==> config.mk <==
export PLATFORM = sky130hd
export DESIGN_NAME = acqcr_config_regs
export DESIGN_NICKNAME = d
export VERILOG_FILES = /design/src/acqcr_pkg.sv /design/src/acqcr_config_regs.sv
export SDC_FILE = /design/constraint.sdc
export NUM_CORES = 1
export LEC_CHECK = 0
export ABC_AREA = 1
export BUFFER_PORTS_ARGS = -buffer_cell sky130_fd_sc_hd__buf_2
export CAP_MARGIN = 20
export CORE_MARGIN = 1.5
export CORE_UTILIZATION = 60
export CTS_CLUSTER_DIAMETER = 40
export DETAILED_ROUTE_END_ITERATION = 10
export MAX_ROUTING_LAYER = met4
export PLACE_DENSITY = 0.78
export SETUP_SLACK_MARGIN = 0.1
export SYNTH_ARGS = -nofsm -noshare
export SYNTH_HDL_FRONTEND = slang
export SYNTH_SLANG_ARGS = --single-unit
export TNS_END_PERCENT = 10
==> constraint.sdc <==
create_clock -name I_CLK -period 2.7 [get_ports I_CLK]
set_clock_uncertainty 0.05 [all_clocks]
set_input_delay 0.405 -clock I_CLK [delete_from_list [all_inputs] [get_ports I_CLK]]
set_output_delay 0.405 -clock I_CLK [all_outputs]
set_load 0.01 [all_outputs]
==> src/acqcr_pkg.sv <==
// Package: constants and state type of the acquisition configuration bank
package acqcr_pkg;

    // ****************************************************************
    // Register offsets, masks and reset values
    // ****************************************************************
    localparam logic [4:0] ADDR_PIN_DIR     = 5'h06;
    localparam logic [4:0] ADDR_REF_OSC     = 5'h07;
    localparam logic [4:0] ADDR_SERIAL      = 5'h18;
    localparam logic [7:0] MASK_PIN_DIR     = 8'h0f;
    localparam logic [7:0] MASK_REF_OSC     = 8'h3f;
    localparam logic [7:0] MASK_SERIAL      = 8'he7;
    localparam logic [7:0] RST_PIN_DIR      = 8'h00;
    localparam logic [7:0] RST_REF_OSC      = 8'h00;
    localparam logic [7:0] RST_SERIAL       = 8'h00;

    // ****************************************************************
    // Field positions
    // ****************************************************************
    localparam int BIT_OSC_SEL  = 5;  // Reference clock source select
    localparam int BIT_OSC_OE   = 4;  // Oscillator output enable
    localparam int BIT_REF_PWR  = 3;  // Reference power enable
    localparam int BIT_BUF_PWR  = 2;  // Reference buffer power enable
    localparam int BIT_LVL_SEL  = 1;  // Reference level select
    localparam int BIT_BANDGAP  = 0;  // Bandgap level select
    localparam int SER_LSB_HI   = 7;
    localparam int SER_LSB_LO   = 0;
    localparam int SER_WIRE_HI  = 6;
    localparam int SER_WIRE_LO  = 1;
    localparam int SER_EARLY_HI = 5;
    localparam int SER_EARLY_LO = 2;
    localparam int INSTR_MODE   = 7;  // 1 = direct conversion byte
    localparam int INSTR_READ   = 6;  // 1 = register read

    // Reference level codes
    localparam logic [1:0] LVL_2V5   = 2'h0;
    localparam logic [1:0] LVL_2V048 = 2'h1;
    localparam logic [1:0] LVL_1V15  = 2'h2;

    // Synchroniser slots
    localparam int SYN_CS   = 0;
    localparam int SYN_SCLK = 1;
    localparam int SYN_DIN  = 2;
    localparam int SYN_CONVERSION_CLOCK_PIN = 3;
    localparam int SYN_PINA = 4;

    // ****************************************************************
    // Timing
    // ****************************************************************
    localparam int CLK_FREQ_KHZ = 250000;
    localparam int OSC_FREQ_KHZ = 2500;
    localparam logic [6:0] OSC_HALF_CYCLES =
        7'(CLK_FREQ_KHZ / (2 * OSC_FREQ_KHZ));

    typedef enum logic [1:0] {
        PH_INSTR,
        PH_WRITE,
        PH_READ,
        PH_IGNORE
    } acqcr_phase_type;

    typedef struct packed {
        logic [4:0]      sync1;
        logic [4:0]      sync2;
        logic            sclk_d;
        logic            conv_d;
        logic [7:0]      pin_dir;
        logic [7:0]      ref_osc;
        logic [7:0]      serial;
        acqcr_phase_type phase;
        logic [2:0]      bitcnt;
        logic [7:0]      shreg;
        logic [7:0]      txreg;
        logic [4:0]      addr;
        logic            drive;
        logic            din_oe;
        logic            dout;
        logic [6:0]      osc_cnt;
        logic            osc_clk;
        logic            osc_power;
        logic            conversion_clock_pin_oe;
        logic [1:0]      div_cnt;
        logic            divided_conv_clock;
        logic            ref_clk;
        logic            ref_power;
        logic            buf_power;
        logic [1:0]      ref_level;
        logic            lsb_first;
        logic            two_wire;
        logic            early_rel;
    } acqcr_state_type;

    localparam acqcr_state_type STATE_RST = '0;

endpackage

==> src/acqcr_config_regs.sv <==
// Configuration register bank with its serial port and clock selection
`timescale 1ns/1ps
// Overview of operation
// - Pin-direction bit 1 makes its pin an output, 0 an input.
// - Source select 1 clocks the reference from the internal oscillator.
// - Source select 0 clocks the reference from the divided clock pin.
// - Oscillator output enable powers oscillator, drives its clock out.
// - Source select and reference power both 1 also run the oscillator.
// - Oscillator on when enable pin high or either oscillator condition holds.
// - Reference powered down at 0 (default), up at 1.
// - Reference buffer powered down at 0 (default), up at 1.
// - Bandgap select 1 gives 1.15 V and ignores level select.
// - Else level select 0 gives 2.5 V, 1 gives 2.048 V.
// - Serial control bits are mirrored; either copy set activates.
// - Bit order: 1 means LSB first, 0 (default) MSB first.
// - Wire count: 0 (default) 3-wire, 1 2-wire.
// - Early release floats data at last active edge, else later.
// - Write instruction 0x18 to serial control works in any bit order.
// - Oscillator enable and source select reset to zero.
// - Divide select divides the clock pin by 1, 2, 4 or 8.
// - In 2-wire mode read data drives both data pins.
module acqcr_config_regs (
    input  wire logic       I_CLK,                 // 250 MHz clock
    input  wire logic       I_RST_B,               // Async reset, low
    input  wire logic       I_CS_B,                // Chip select pin
    input  wire logic       I_SCLK,                // Serial clock pin
    input  wire logic       I_DIN,                 // Serial data in pin
    input  wire logic       I_CONVERSION_CLOCK_PIN,                // Conversion clock pin
    input  wire logic       I_OSC_PIN_A,           // Oscillator enable pin
    input  wire logic [1:0] I_CLOCK_DIVIDE_SELECT, // Divider setting
    output logic            O_DOUT,                // Serial data out level
    output logic            O_DOUT_OE,             // Data out driven
    output logic            O_DIN_OUT,             // Data in pin out level
    output logic            O_DIN_OE,              // Data in pin driven
    output logic [3:0]      O_GPIO_OE,             // Pin output enables
    output logic            O_CONVERSION_CLOCK_PIN_OUT,            // Oscillator clock out
    output logic            O_CONVERSION_CLOCK_PIN_OE,             // Clock pin driven
    output logic            O_OSC_POWER,           // Oscillator running
    output logic            O_DIVIDED_CONV_CLOCK,                // Divided clock
    output logic            O_REF_CLK,             // Reference clock
    output logic            O_REF_POWER,           // Reference powered
    output logic            O_REF_BUF_POWER,       // Buffer powered
    output logic [1:0]      O_REF_LEVEL,           // Reference level code
    output logic            O_LSB_FIRST,           // Bit order active
    output logic            O_TWO_WIRE,            // 2-wire mode active
    output logic            O_EARLY_RELEASE        // Early release active
);

    // ****************************************************************
    // State and decoded helpers
    // ****************************************************************
    acqcr_pkg::acqcr_state_type s;
    acqcr_pkg::acqcr_state_type next_s;

    logic       cs_b;
    logic       din;
    logic       sclk_rise;
    logic       sclk_fall;
    logic       lsb_cfg;
    logic       wire_cfg;
    logic       early_cfg;
    logic [7:0] shifted;
    logic       last_bit;
    logic       conv_src;
    logic       conv_rise;
    logic [7:0] read_data;

    // Edges come from the second synchroniser stage only
    assign cs_b      = s.sync2[acqcr_pkg::SYN_CS];
    assign din       = s.sync2[acqcr_pkg::SYN_DIN];
    assign sclk_rise = s.sync2[acqcr_pkg::SYN_SCLK] & ~s.sclk_d;
    assign sclk_fall = ~s.sync2[acqcr_pkg::SYN_SCLK] & s.sclk_d;
    assign last_bit  = (s.bitcnt == 3'h7);

    // Mirrored copies, either one set turns the function on
    assign lsb_cfg   = s.serial[acqcr_pkg::SER_LSB_HI]
                     | s.serial[acqcr_pkg::SER_LSB_LO];
    assign wire_cfg  = s.serial[acqcr_pkg::SER_WIRE_HI]
                     | s.serial[acqcr_pkg::SER_WIRE_LO];
    assign early_cfg = s.serial[acqcr_pkg::SER_EARLY_HI]
                     | s.serial[acqcr_pkg::SER_EARLY_LO];

    // Shift direction follows the configured bit order
    assign shifted = lsb_cfg ? {din, s.shreg[7:1]}
                             : {s.shreg[6:0], din};

    // When the oscillator drives the pin, its own clock is the source
    assign conv_src  = s.ref_osc[acqcr_pkg::BIT_OSC_OE] ? s.osc_clk
                     : s.sync2[acqcr_pkg::SYN_CONVERSION_CLOCK_PIN];
    assign conv_rise = conv_src & ~s.conv_d;

    // Register read mux; unmapped addresses read as zero
    always_comb begin
        if (shifted[4:0] == acqcr_pkg::ADDR_PIN_DIR) begin
            read_data = s.pin_dir;
        end else if (shifted[4:0] == acqcr_pkg::ADDR_REF_OSC) begin
            read_data = s.ref_osc;
        end else if (shifted[4:0] == acqcr_pkg::ADDR_SERIAL) begin
            read_data = s.serial;
        end else begin
            read_data = 8'h00;
        end
    end

    // ****************************************************************
    // Next-state logic
    // ****************************************************************
    always_comb begin
        next_s = s;
        next_s.sync1 = {I_OSC_PIN_A, I_CONVERSION_CLOCK_PIN, I_DIN, I_SCLK, I_CS_B};
        next_s.sync2 = s.sync1;
        next_s.sclk_d = s.sync2[acqcr_pkg::SYN_SCLK];
        next_s.conv_d = conv_src;

        // Serial port: chip select high aborts and floats the data pins
        if (cs_b) begin
            next_s.phase  = acqcr_pkg::PH_INSTR;
            next_s.bitcnt = 3'h0;
            next_s.drive  = 1'b0;
        end else if (sclk_rise) begin
            next_s.shreg  = shifted;
            next_s.bitcnt = s.bitcnt + 3'h1;
            if (last_bit) begin
                case (s.phase)
                    acqcr_pkg::PH_INSTR: begin
                        // Symmetric 0x18 decodes alike in either order
                        next_s.addr = shifted[4:0];
                        if (shifted[acqcr_pkg::INSTR_MODE]) begin
                            next_s.phase = acqcr_pkg::PH_IGNORE;
                        end else if (shifted[acqcr_pkg::INSTR_READ]) begin
                            next_s.phase = acqcr_pkg::PH_READ;
                            next_s.txreg = read_data;
                        end else begin
                            next_s.phase = acqcr_pkg::PH_WRITE;
                        end
                    end
                    acqcr_pkg::PH_WRITE: begin
                        // Reserved bits are masked so they read as zero
                        if (s.addr == acqcr_pkg::ADDR_PIN_DIR) begin
                            next_s.pin_dir = shifted
                                & acqcr_pkg::MASK_PIN_DIR;
                        end else if (s.addr == acqcr_pkg::ADDR_REF_OSC) begin
                            next_s.ref_osc = shifted
                                & acqcr_pkg::MASK_REF_OSC;
                        end else if (s.addr == acqcr_pkg::ADDR_SERIAL) begin
                            next_s.serial = shifted
                                & acqcr_pkg::MASK_SERIAL;
                        end
                        next_s.phase = acqcr_pkg::PH_INSTR;
                    end
                    acqcr_pkg::PH_READ: begin
                        // Early release floats on this active edge
                        if (early_cfg) begin
                            next_s.drive = 1'b0;
                        end
                        next_s.phase = acqcr_pkg::PH_INSTR;
                    end
                    default: begin
                        next_s.phase = acqcr_pkg::PH_INSTR;
                    end
                endcase
            end
        end else if (sclk_fall) begin
            // Read bits change on inactive edges; the next inactive
            // edge after the byte floats the pins
            if (s.phase == acqcr_pkg::PH_READ) begin
                next_s.drive = 1'b1;
                next_s.dout  = lsb_cfg ? s.txreg[0] : s.txreg[7];
                next_s.txreg = lsb_cfg ? {1'b0, s.txreg[7:1]}
                                       : {s.txreg[6:0], 1'b0};
            end else begin
                next_s.drive = 1'b0;
            end
        end
        // Data in pin joins the output only in 2-wire mode
        next_s.din_oe = next_s.drive & wire_cfg;

        // Oscillator runs for the pin or either oscillator condition
        next_s.osc_power = s.sync2[acqcr_pkg::SYN_PINA]
            | s.ref_osc[acqcr_pkg::BIT_OSC_OE]
            | (s.ref_osc[acqcr_pkg::BIT_OSC_SEL]
               & s.ref_osc[acqcr_pkg::BIT_REF_PWR]);
        if (s.osc_power) begin
            if (s.osc_cnt == acqcr_pkg::OSC_HALF_CYCLES - 7'h1) begin
                next_s.osc_cnt = 7'h0;
                next_s.osc_clk = ~s.osc_clk;
            end else begin
                next_s.osc_cnt = s.osc_cnt + 7'h1;
            end
        end else begin
            next_s.osc_cnt = 7'h0;
            next_s.osc_clk = 1'b0;
        end
        // Only the output enable bit turns the clock pin around
        next_s.conversion_clock_pin_oe = s.ref_osc[acqcr_pkg::BIT_OSC_OE];

        // Divider by 1, 2, 4 or 8 of the conversion clock
        if (I_CLOCK_DIVIDE_SELECT == 2'h0) begin
            next_s.divided_conv_clock    = conv_src;
            next_s.div_cnt = 2'h0;
        end else if (conv_rise) begin
            next_s.div_cnt = s.div_cnt + 2'h1;
            if ((I_CLOCK_DIVIDE_SELECT == 2'h1)
                || (I_CLOCK_DIVIDE_SELECT == 2'h2 && s.div_cnt[0])
                || (s.div_cnt == 2'h3)) begin
                next_s.divided_conv_clock    = ~s.divided_conv_clock;
            end
        end

        // Reference clock source selection
        next_s.ref_clk = s.ref_osc[acqcr_pkg::BIT_OSC_SEL]
                       ? s.osc_clk
                       : s.divided_conv_clock;
        next_s.ref_power = s.ref_osc[acqcr_pkg::BIT_REF_PWR];
        next_s.buf_power = s.ref_osc[acqcr_pkg::BIT_BUF_PWR];
        if (s.ref_osc[acqcr_pkg::BIT_BANDGAP]) begin
            next_s.ref_level = acqcr_pkg::LVL_1V15;
        end else if (s.ref_osc[acqcr_pkg::BIT_LVL_SEL]) begin
            next_s.ref_level = acqcr_pkg::LVL_2V048;
        end else begin
            next_s.ref_level = acqcr_pkg::LVL_2V5;
        end
        next_s.lsb_first = lsb_cfg;
        next_s.two_wire  = wire_cfg;
        next_s.early_rel = early_cfg;
    end

    // ****************************************************************
    // State register
    // ****************************************************************
    // All configuration clears at reset, oscillator bits included
    always_ff @(posedge I_CLK or negedge I_RST_B) begin
        if (!I_RST_B) begin
            s <= acqcr_pkg::STATE_RST;
        end else begin
            s <= next_s;
        end
    end

    // Outputs come straight from state flops
    assign O_DOUT          = s.dout;
    assign O_DOUT_OE       = s.drive;
    assign O_DIN_OUT       = s.dout;
    assign O_DIN_OE        = s.din_oe;
    assign O_GPIO_OE       = s.pin_dir[3:0];
    assign O_CONVERSION_CLOCK_PIN_OUT      = s.osc_clk;
    assign O_CONVERSION_CLOCK_PIN_OE       = s.conversion_clock_pin_oe;
    assign O_OSC_POWER     = s.osc_power;
    assign O_DIVIDED_CONV_CLOCK          = s.divided_conv_clock;
    assign O_REF_CLK       = s.ref_clk;
    assign O_REF_POWER     = s.ref_power;
    assign O_REF_BUF_POWER = s.buf_power;
    assign O_REF_LEVEL     = s.ref_level;
    assign O_LSB_FIRST     = s.lsb_first;
    assign O_TWO_WIRE      = s.two_wire;
    assign O_EARLY_RELEASE = s.early_rel;
endmodule

; ---- After elaboration in Yosys (flattened, before gate mapping)
; Cells that the tools add are included.
[word_totals]
output_inout_bits = 20
wordCells = 123
input_bits = 9
ff_bits = 78
[classes]
muxes = 35
n_addsub = 3
n_reduce_logical = 20
n_eq_ne = 18
bitwise_logic = 19
[ops]
columns = operator, count
row1 = two-way mux 8 bit, 11
row2 = two-way mux 13 bit, 2
row3 = "equality test 5 x 3 -> 1 bit, second input constant", 4
row4 = two-way mux 14 bit, 1
row5 = AND reduction 7 bit, 2
row6 = two-way mux 1 bit, 12
row7 = nonzero test 2 bit, 6
row8 = "equality test 5 bit, second input constant", 2
row9 = two-way mux 2 bit, 5
row10 = inverter 1 bit, 9
row11 = "inequality test 2 x 1 -> 1 bit, second input constant", 4
row12 = AND reduction 4 bit, 2
row13 = "adder 7 x 1 -> 7 bit, second input constant", 1
row14 = "equality test 7 x 6 -> 1 bit, second input constant", 1
row15 = two-way mux 7 bit, 1
row16 = "equality test 2 bit, second input constant", 3
row17 = two-way mux 3 bit, 2
row18 = AND reduction 2 bit, 3
row19 = AND reduction 6 bit, 1
row20 = bitwise AND 1 bit, 5
row21 = two-way mux 5 bit, 1
row22 = OR 1 bit, 5
row23 = AND reduction 5 bit, 1
row24 = "equality test 2 x 1 -> 1 bit, second input constant", 2
row25 = other kinds (7), 9

; ---- Logic depth before layout (Yosys ltp)
; Gate-level depths: netlist of run 1.
[depth]
word_depth = 13
mapped_depth = 11
ltp_nobuf = 10

; ---- Least setup slack after synthesis of run 1
; Ideal clock, no wire load.
[synth_timing]
path_type = flip-flop to flip-flop
from = reg s[75] in the netlist's numbering
to = reg s[56] in the netlist's numbering
setup_time_ps = 130
synth_period_minus_slack_ps = 1705
path_stages_with_launch = 12
arrival_ps = 1526
setup_slack_ps = 995
n_path_buf = 2
required_ps = 2520
cell_sequence = dfrtp_1 -> inv_1 -> ha_1 -> buf_4 -> inv_2 -> nor2_8 -> inv_2 -> nor4_4 -> nand3_1 -> buf_2 -> nand2_1 -> o21ai_1
[synth_via]
elab_chain_cells = 3
[synth_rtl]
columns = item, line_no
row1 = start: declaration, acqcr_config_regs.sv:52  ; acqcr_pkg::acqcr_state_type s;
row2 = start signal: assignment, acqcr_config_regs.sv:234  ; s <= acqcr_pkg::STATE_RST;
row3 = start signal: assignment, acqcr_config_regs.sv:236  ; s <= next_s;
row4 = inverter 1 bit, acqcr_config_regs.sv:71  ; assign sclk_rise = s.sync2[acqcr_pkg::SYN_SCLK] & ~s.sclk_d;
row5 = bitwise AND 1 bit, acqcr_config_regs.sv:71
row6 = AND reduction 7 bit (no line), --
; No other way between the ends.
; A chain may end at the register's enable or synchronous reset.

; ---- Worst setup path after layout of run 1
; Ends and elaborated chain as after synthesis.

==> results of run 1 <==
-- cells by family (layout without fill, tap and decap cells) --
kind of cell / after synthesis / count (layout)
compound gates: 76 / 76
xor+xnor: 2 / 2
fa+ha+maj: 7 / 7
buf+inv: 55 / 85
flops: 78 / 78
simple gates: 173 / 173
-- critical path: cells and delay by family, from the launching register on --
| kind | cells | cell delay, ns |
|---|---|---|
| AO/OA/AOI/OAI | 1 | 0.07 |
| adder cells (fa/ha/maj) | 1 | 0.34 |
| buffers and inverters | 3 | 0.37 |
| flip-flops | 1 | 0.39 |
| AND/OR/NAND/NOR | 4 | 0.91 |
-- metrics by stage --
stage               hold WS [ns]  util [%]  instances
CTS                       0.0943      69.9        493
global route              0.0846      69.9        493
detailed placement         0.285      66.0        477
floorplan                 0.0594         -        391
finish                     0.109      69.9        493
global placement           0.283      66.0        477
-- Yosys cell counts, drive strengths merged (4+ instances only) --
master / n / area share, %
or2: 6 / 1.1
inv: 41 / 4.3
buf: 13 / 2.7
nand2: 94 / 11
dfrtp: 78 / 55
nor2: 46 / 6.1
nor3: 4 / 0.56
o21ai: 51 / 7.5
ha: 7 / 2.5
nand3: 16 / 2.2
a21oi: 14 / 2.0
-- power by group through the flow --
stage / Combinational (W) / Clock, W / Sequential [W]
finish: 0.000363 / 0.000933 / 0.00134
global placement: 0.000355 / 0 / 0.00136
global route: 0.000416 / 0.00101 / 0.00135
CTS: 0.000367 / 0.000950 / 0.00134
detailed placement: 0.000364 / 0 / 0.00136
floorplan: 0.000257 / 0 / 0.00135
-- registers in the layout (all words and copies together) (netlist names) --
signal,cells
O_CONVERSION_CLOCK_PIN_OE,1
next_s,9
O_REF_LEVEL,2
O_DOUT_OE,1
O_DIN_OUT,1
O_OSC_POWER,1
O_DIVIDED_CONV_CLOCK,1
O_REF_POWER,1
cs_b,1
O_TWO_WIRE,1
O_LSB_FIRST,1
O_DIN_OE,1
O_EARLY_RELEASE,1
O_CONVERSION_CLOCK_PIN_OUT,1
O_REF_CLK,1
s,48
O_GPIO_OE,4
din,1
O_REF_BUF_POWER,1
-- routing by layer --
metal	up-vias	global-route usage, %	part of all wire, %
li1	1312	-	-
met4	0	7.93	1.4
met1	1236	31.4	47
met3	8	7.95	5.2
met5	-	-	0
met2	55	36.1	46
-- placed cells by master, fill, tap and decap left out, drive strengths merged, types with 2 or more instances in the layout --
master / count
nand2: 94
dfrtp: 78
o21ai: 51
nor2: 46
inv: 41
buf: 28
nand3: 16
a21oi: 14
clkbuf: 14
ha: 7
or2: 6
nor3: 4
a22o: 2
o31ai: 2
nor4: 2
nand4: 2
-- worst paths after layout --
| path | endpoint | start | cells past startpoint |
|---|---|---|---|
| setup / recovery | s[56] | s[75] | 9 |
| hold / removal | next_s[78] | I_DIN | 1 |
| setup reg to reg | s[56] | s[75] | 9 |
| hold reg to reg | din | next_s[78] | 0 |
| max in group asynchronous | s[27] | I_RST_B | 1 |
| min in group asynchronous | s[18] | I_RST_B | 1 |
-- cell type report --
class | count | area share, %
clock buffer | 14 | 4.66
multi-input combinational | 258 | 34.7
clock inverter | 2 | 0.957
inverter | 41 | 3.92
tap | 72 | 2.30
sequential | 78 | 49.8
timing repair buffer | 28 | 3.64
==> results.cfg, run 1 <==
[cells_and_area]
sequential_cell_area_sq_mm = 0.00195
final_design_area_no_fill_sq_mm = 0.00392
layout-area-overhead-vs-synth_pct = 9.85
num-nets-final = 432
antennaDiodeCount = 0
multiInputGateArea_sq_mm = 0.00136
drive_above_1_share_pct = 17.6
fillCellCount = 432

[floorplanning]
starting_density_of_the_core_pct = 63.7
die_area_sq_mm = 0.00642
die_h_microns = 80.1
floorplan.rows = 27
io-pin-count = 29
die_width_microns = 80.1
design.core.area_sq_mm = 0.00561

[setup_path]
reg2reg_slack_ns = 0.43
setup.worst_path.class = flop to flop
crit_path_frequent_cell = sky130_fd_sc_hd__inv_2
worst-endpoint-arrival_ns = 2.44
timing.critical_path.slowest_cell_delay_ns = 0.39
crit_slowest_cell = sky130_fd_sc_hd__dfrtp_1
timing.critical_path.cells = inv_1 > ha_1 > inv_2 > nor2_8 > inv_2 > nor4_4 > nand3_1 > nand2_1 > o21ai_1
critical_path.max_fanout = 15
end_kind = flop
required_ns = 2.87
worst_setup_path_start_kind = flop

[timing]
post-route-worst-setup-slack_ns = 0.430
post-route-min-period_ns = 2.27
rsz0062_at_grt = no
slew_viol_final = 0
maxSlewHeadroom_pct = 37.7
setup_viol = 0
fmaxAchievable_mhz = 440
setup_total_negative_slack_ns = 0
final.period_utilization_pct = 84.1
timing_worst_slew_pin_value_ns = 0.935
final_hold_vio_count = 0

[yosys]
ys.flop_type = sky130_fd_sc_hd__dfrtp_1
synth_top_family_by_area = simple AND/OR/NAND/NOR gates
number_of_warning_messages_in_the_yosys_log = 0
synth-async-reset-ratio_pct = 100
synth.net_count = 407
synthSimpleGateAreaFrac_pct = 23.1
synth.yosys.seq_area_share_pct = 54.7
synthesis.area_per_instance_sq_um = 9.13
compound_gate_fraction_of_synth_area_pct = 12.1
synth-adder-area-share_pct = 2.45
synth_enable_flop_cells = 0
netlist_area_sq_mm = 0.00357
ys_ff_latch = 78
synth.distinct_cells = 41
mux_share_of_post_synthesis_cell_area_pct = 0
area_share_of_xor_xnor_cells_in_the_synthesized_design_pct = 0.491
synth_cells = 391

[power_and_ir_drop]
proportion_of_power_drawn_by_flip_flops_and_latches_pct = 50.8
fin_total_pwr_w = 0.00263
internal-power_w = 0.00193
switching_power_w = 0.000710
power_density_mw_per_mm2 = 672
p_leak_nw = 1.95
share_comb_of_total_power_pct = 13.8
clkPwrFrac_pct = 35.4
switching_share_pct = 26.9
vdd_ir_drop_max_mv = 0.421

[clock_tree]
max-clock-path-buffers = 2
clkSlewWorstSetupHoldPaths_ns = 0.08
htreeDepth = 3
post_cts_hold_buffer_count = 0
cts_tree = done
cts_root_buffer = sky130_fd_sc_hd__clkbuf_8
postCtsResizedCells = 0
cts.sink_count = 78
post_cts.repair.setup_buffers = 0
source_to_sink_clock_delay_at_the_later_pin_of_the_worst_skew_pair_ns = 0.35
cts_made_buffers = 9

[global_routing]
via_count_of_the_first_global_routing_pass = 2433
grt_pass1_wl_microns = 11400
grt_use_total_pct = 24.2
grt_max_degree = 79
overflow = 0
grt_antenna_before_repair = 0

[place]
finalWeightedCongestion = 0.855
io_buffer_count = 28
dpl_worst_slack_ns = 0.483
dpl-instance-area_sq_mm = 0.00370
detailedPlacementHpwl_microns = 4690

[run_status]
outcome = finished, final reports clean

[detailed_routing]
route.detailed.vias_per_inst = 5.30
vias = 2611
drt-pass1-iter-count = 4
post-route-drc-count = 0
drtAntennaViolNets = 0
finalWirelength_microns = 6630
drt_first_iter_violations = 181
route.detailed.wl_per_inst_microns = 13.4

[worst_hold_path]
worstHoldPathType = input pin to flop

[flow_run]
maxCapViolations = 0
No activity file was read; power rests on OpenSTA's default activity.
==> inputs of run 2 (changes only) <==
--- a/config.mk
+++ b/config.mk
@@ -9,11 +9,11 @@
 export BUFFER_PORTS_ARGS = -buffer_cell sky130_fd_sc_hd__buf_2
 export CAP_MARGIN = 20
 export CORE_MARGIN = 1.5
-export CORE_UTILIZATION = 60
+export CORE_UTILIZATION = 53
 export CTS_CLUSTER_DIAMETER = 40
 export DETAILED_ROUTE_END_ITERATION = 10
 export MAX_ROUTING_LAYER = met4
-export PLACE_DENSITY = 0.78
+export PLACE_DENSITY = 0.73
 export SETUP_SLACK_MARGIN = 0.1
 export SYNTH_ARGS = -nofsm -noshare
 export SYNTH_HDL_FRONTEND = slang
==> constraint.sdc (replaced) <==
create_clock -name I_CLK -period 1.9 [get_ports I_CLK]
set_clock_uncertainty 0.05 [all_clocks]
set_input_delay 0.285 -clock I_CLK [delete_from_list [all_inputs] [get_ports I_CLK]]
set_output_delay 0.285 -clock I_CLK [all_outputs]
set_load 0.01 [all_outputs]
==> results.cfg, run 2 (same netlist as run 1, synthesis figures left out) <==
[detailed_routing]
finalWirelength_microns = 7090
drt-pass1-iter-count = 7
route.detailed.wl_per_inst_microns = 13.6
vias = 2739
post-route-drc-count = 2
drtAntennaViolNets = 0
drt_first_iter_violations = 135
route.detailed.vias_per_inst = 5.27

[cells_and_area]
layoutNonFillerInstCount = 520
layout-area-overhead-vs-synth_pct = 16.4
mostFrequentLayoutCell = sky130_fd_sc_hd__nand2_1
most-common-layout-cells = sky130_fd_sc_hd__nand2_1, sky130_fd_sc_hd__dfrtp_1, sky130_fd_sc_hd__nor2_1
flip_flop_count_of_the_largest_register_all_copies_and_words_added = 48
final_design_area_no_fill_sq_mm = 0.00415
num-nets-final = 457
fillCellCount = 530
drive_above_1_share_pct = 23.0
max_flop_register = s
antennaDiodeCount = 0

[worst_hold_path]
worstHoldPathType = input pin to flop

[setup_path]
cp-endpoint = s[50]
critical_path.startpoint = s[75]
critical_path.reg2reg.startpoint = s[75]
worst-endpoint-arrival_ns = 2.02
end_kind = flop
reg2reg_depth = 11
critical_path.reg2reg.endpoint = s[50]
reg2reg_slack_ns = 0.06
required_ns = 2.07
setup.worst_path.class = flop to flop
critical_path.max_fanout = 6
worst_setup_path_start_kind = flop

[power_and_ir_drop]
share_comb_of_total_power_pct = 16.1
internal-power_w = 0.00246
p_leak_nw = 2.06
switching_power_w = 0.000983
clkPwrFrac_pct = 28.8
switching_share_pct = 28.6
proportion_of_power_drawn_by_flip_flops_and_latches_pct = 55.1
vdd_ir_drop_max_mv = 0.477
power_density_mw_per_mm2 = 829

[timing]
rsz0062_at_grt = yes
fmaxAchievable_mhz = 542
post-route-min-period_ns = 1.84
final.period_utilization_pct = 97.0
slew_viol_final = 0
setup_viol = 0
setup_total_negative_slack_ns = 0
maxSlewHeadroom_pct = 63.4
final_hold_vio_count = 0
timing_worst_slew_pin_value_ns = 0.545

[clock_tree]
cts_tree = done
clkSlewWorstSetupHoldPaths_ns = 0.07
cts.sink_count = 78
cts_made_buffers = 9
cts_root_buffer = sky130_fd_sc_hd__clkbuf_8
htreeDepth = 3
source_to_sink_clock_delay_at_the_later_pin_of_the_worst_skew_pair_ns = 0.34
max-clock-path-buffers = 2

[global_routing]
overflow = 0
via_count_of_the_first_global_routing_pass = 2622
grt_use_total_pct = 21.9
grt_antenna_before_repair = 0
grt_max_degree = 35
grt_pass1_wl_microns = 11900

[place]
finalWeightedCongestion = 0.852
detailedPlacementHpwl_microns = 4910
dpl-instance-area_sq_mm = 0.00380
io_buffer_count = 28
count_of_placed_standard_cells_including_taps = 493

[flow_run]
maxCapViolations = 0

[floorplanning]
die_area_sq_mm = 0.00724
die_width_microns = 85.1
starting_density_of_the_core_pct = 55.6
die_h_microns = 85.1
design.core.area_sq_mm = 0.00642
io-pin-count = 29
floorplan.rows = 29

[run_status]
outcome = complete, but fails checks
violated_checks = DRC
[run 2: cell types whose count changed in the layout (fill, tap and decap cells not counted), sizes merged]
cell and delta:
clkbuf -4, dlygate4sd3 +6, buf +18, nand2 +1
clkinvlp -1, clkinv +3, bufinv -1
[run 2: power groups by stage]
| stage | clock network [W] | registers (W) | logic, W |
|---|---|---|---|
| final | 0.000992 | 0.00190 | 0.000552 |
| after global routing | 0.00110 | 0.00192 | 0.000634 |
| after CTS | 0.00102 | 0.00190 | 0.000548 |
| after detailed placement | 0 | 0.00193 | 0.000535 |
| after global placement | 0 | 0.00193 | 0.000523 |
| after floorplan | 0 | 0.00192 | 0.000365 |
[run 2: how the worst min path moves through the flow]
stage | startpoint | slack, ns | cells after the start | endpoint
global route | I_CLOCK_DIVIDE_SELECT[1] | 0.24 | 3 | O_DIVIDED_CONV_CLOCK
detailed placement | I_RST_B | 0.16 | 1 | s[16]
CTS | I_CLOCK_DIVIDE_SELECT[1] | 0.22 | 3 | O_DIVIDED_CONV_CLOCK
finish | I_CLOCK_DIVIDE_SELECT[1] | 0.24 | 3 | O_DIVIDED_CONV_CLOCK
global placement | I_RST_B | 0.16 | 1 | s[16]
floorplan | I_RST_B | -0.06 | 0 | O_CONVERSION_CLOCK_PIN_OE
[run 2: layer usage]
metal	track usage, %	vias up	wire length, microns
met5	-	-	0
met4	8.20	0	118
met3	7.20	13	364
met2	33.8	62	3440
met1	27.0	1309	3170
li1	-	1355	-
[run 2: cell type report]
| class | instances | area [sq um] | area share [%] |
|---|---|---|---|
| clock buffer | 10 | 128 | 3.07 |
| clock inverter | 3 | 15.0 | 0.361 |
| inverter | 41 | 164 | 3.95 |
| multi-input combinational | 259 | 1430 | 34.5 |
| sequential | 78 | 1950 | 47.0 |
| tap | 77 | 96.3 | 2.32 |
| timing repair buffer | 52 | 367 | 8.83 |
[run 2: repair_timing]
action                                  in CTS  in global routing
resized for setup                            3                 21
endpoints found under the hold margin       29                  0
hold buffers                                 6                  0
gates cloned                                 0                  2
buffers inserted                             2                  4
endpoints found under the setup margin       7                 30
pin swaps                                    1                  5
[run 2: critical path: stages, from the launching register on]
cell and delay, ns:
sky130_fd_sc_hd__dfrtp_1 0.38, sky130_fd_sc_hd__inv_1 0.07, sky130_fd_sc_hd__ha_2 0.20, sky130_fd_sc_hd__inv_4 0.05
sky130_fd_sc_hd__nor2_8 0.14, sky130_fd_sc_hd__inv_4 0.05, sky130_fd_sc_hd__nor4_4 0.25, sky130_fd_sc_hd__buf_4 0.18
sky130_fd_sc_hd__nand3_4 0.08, sky130_fd_sc_hd__buf_6 0.15, sky130_fd_sc_hd__nand2_1 0.05, sky130_fd_sc_hd__o21ai_1 0.07
[run 2: stage by stage]
stage | util, % | power [W] | hold slack [ns] | setup slack (ns)
after floorplan | - | 0.00228 | -0.0606 | 0.195
after global placement | 59.2 | 0.00245 | 0.162 | 0.0871
after detailed placement | 59.2 | 0.00247 | 0.160 | 0.0628
after CTS | 62.9 | 0.00347 | 0.223 | 0.0885
after global routing | 64.7 | 0.00365 | 0.241 | -0.0194
final | 64.7 | 0.00344 | 0.238 | 0.0567
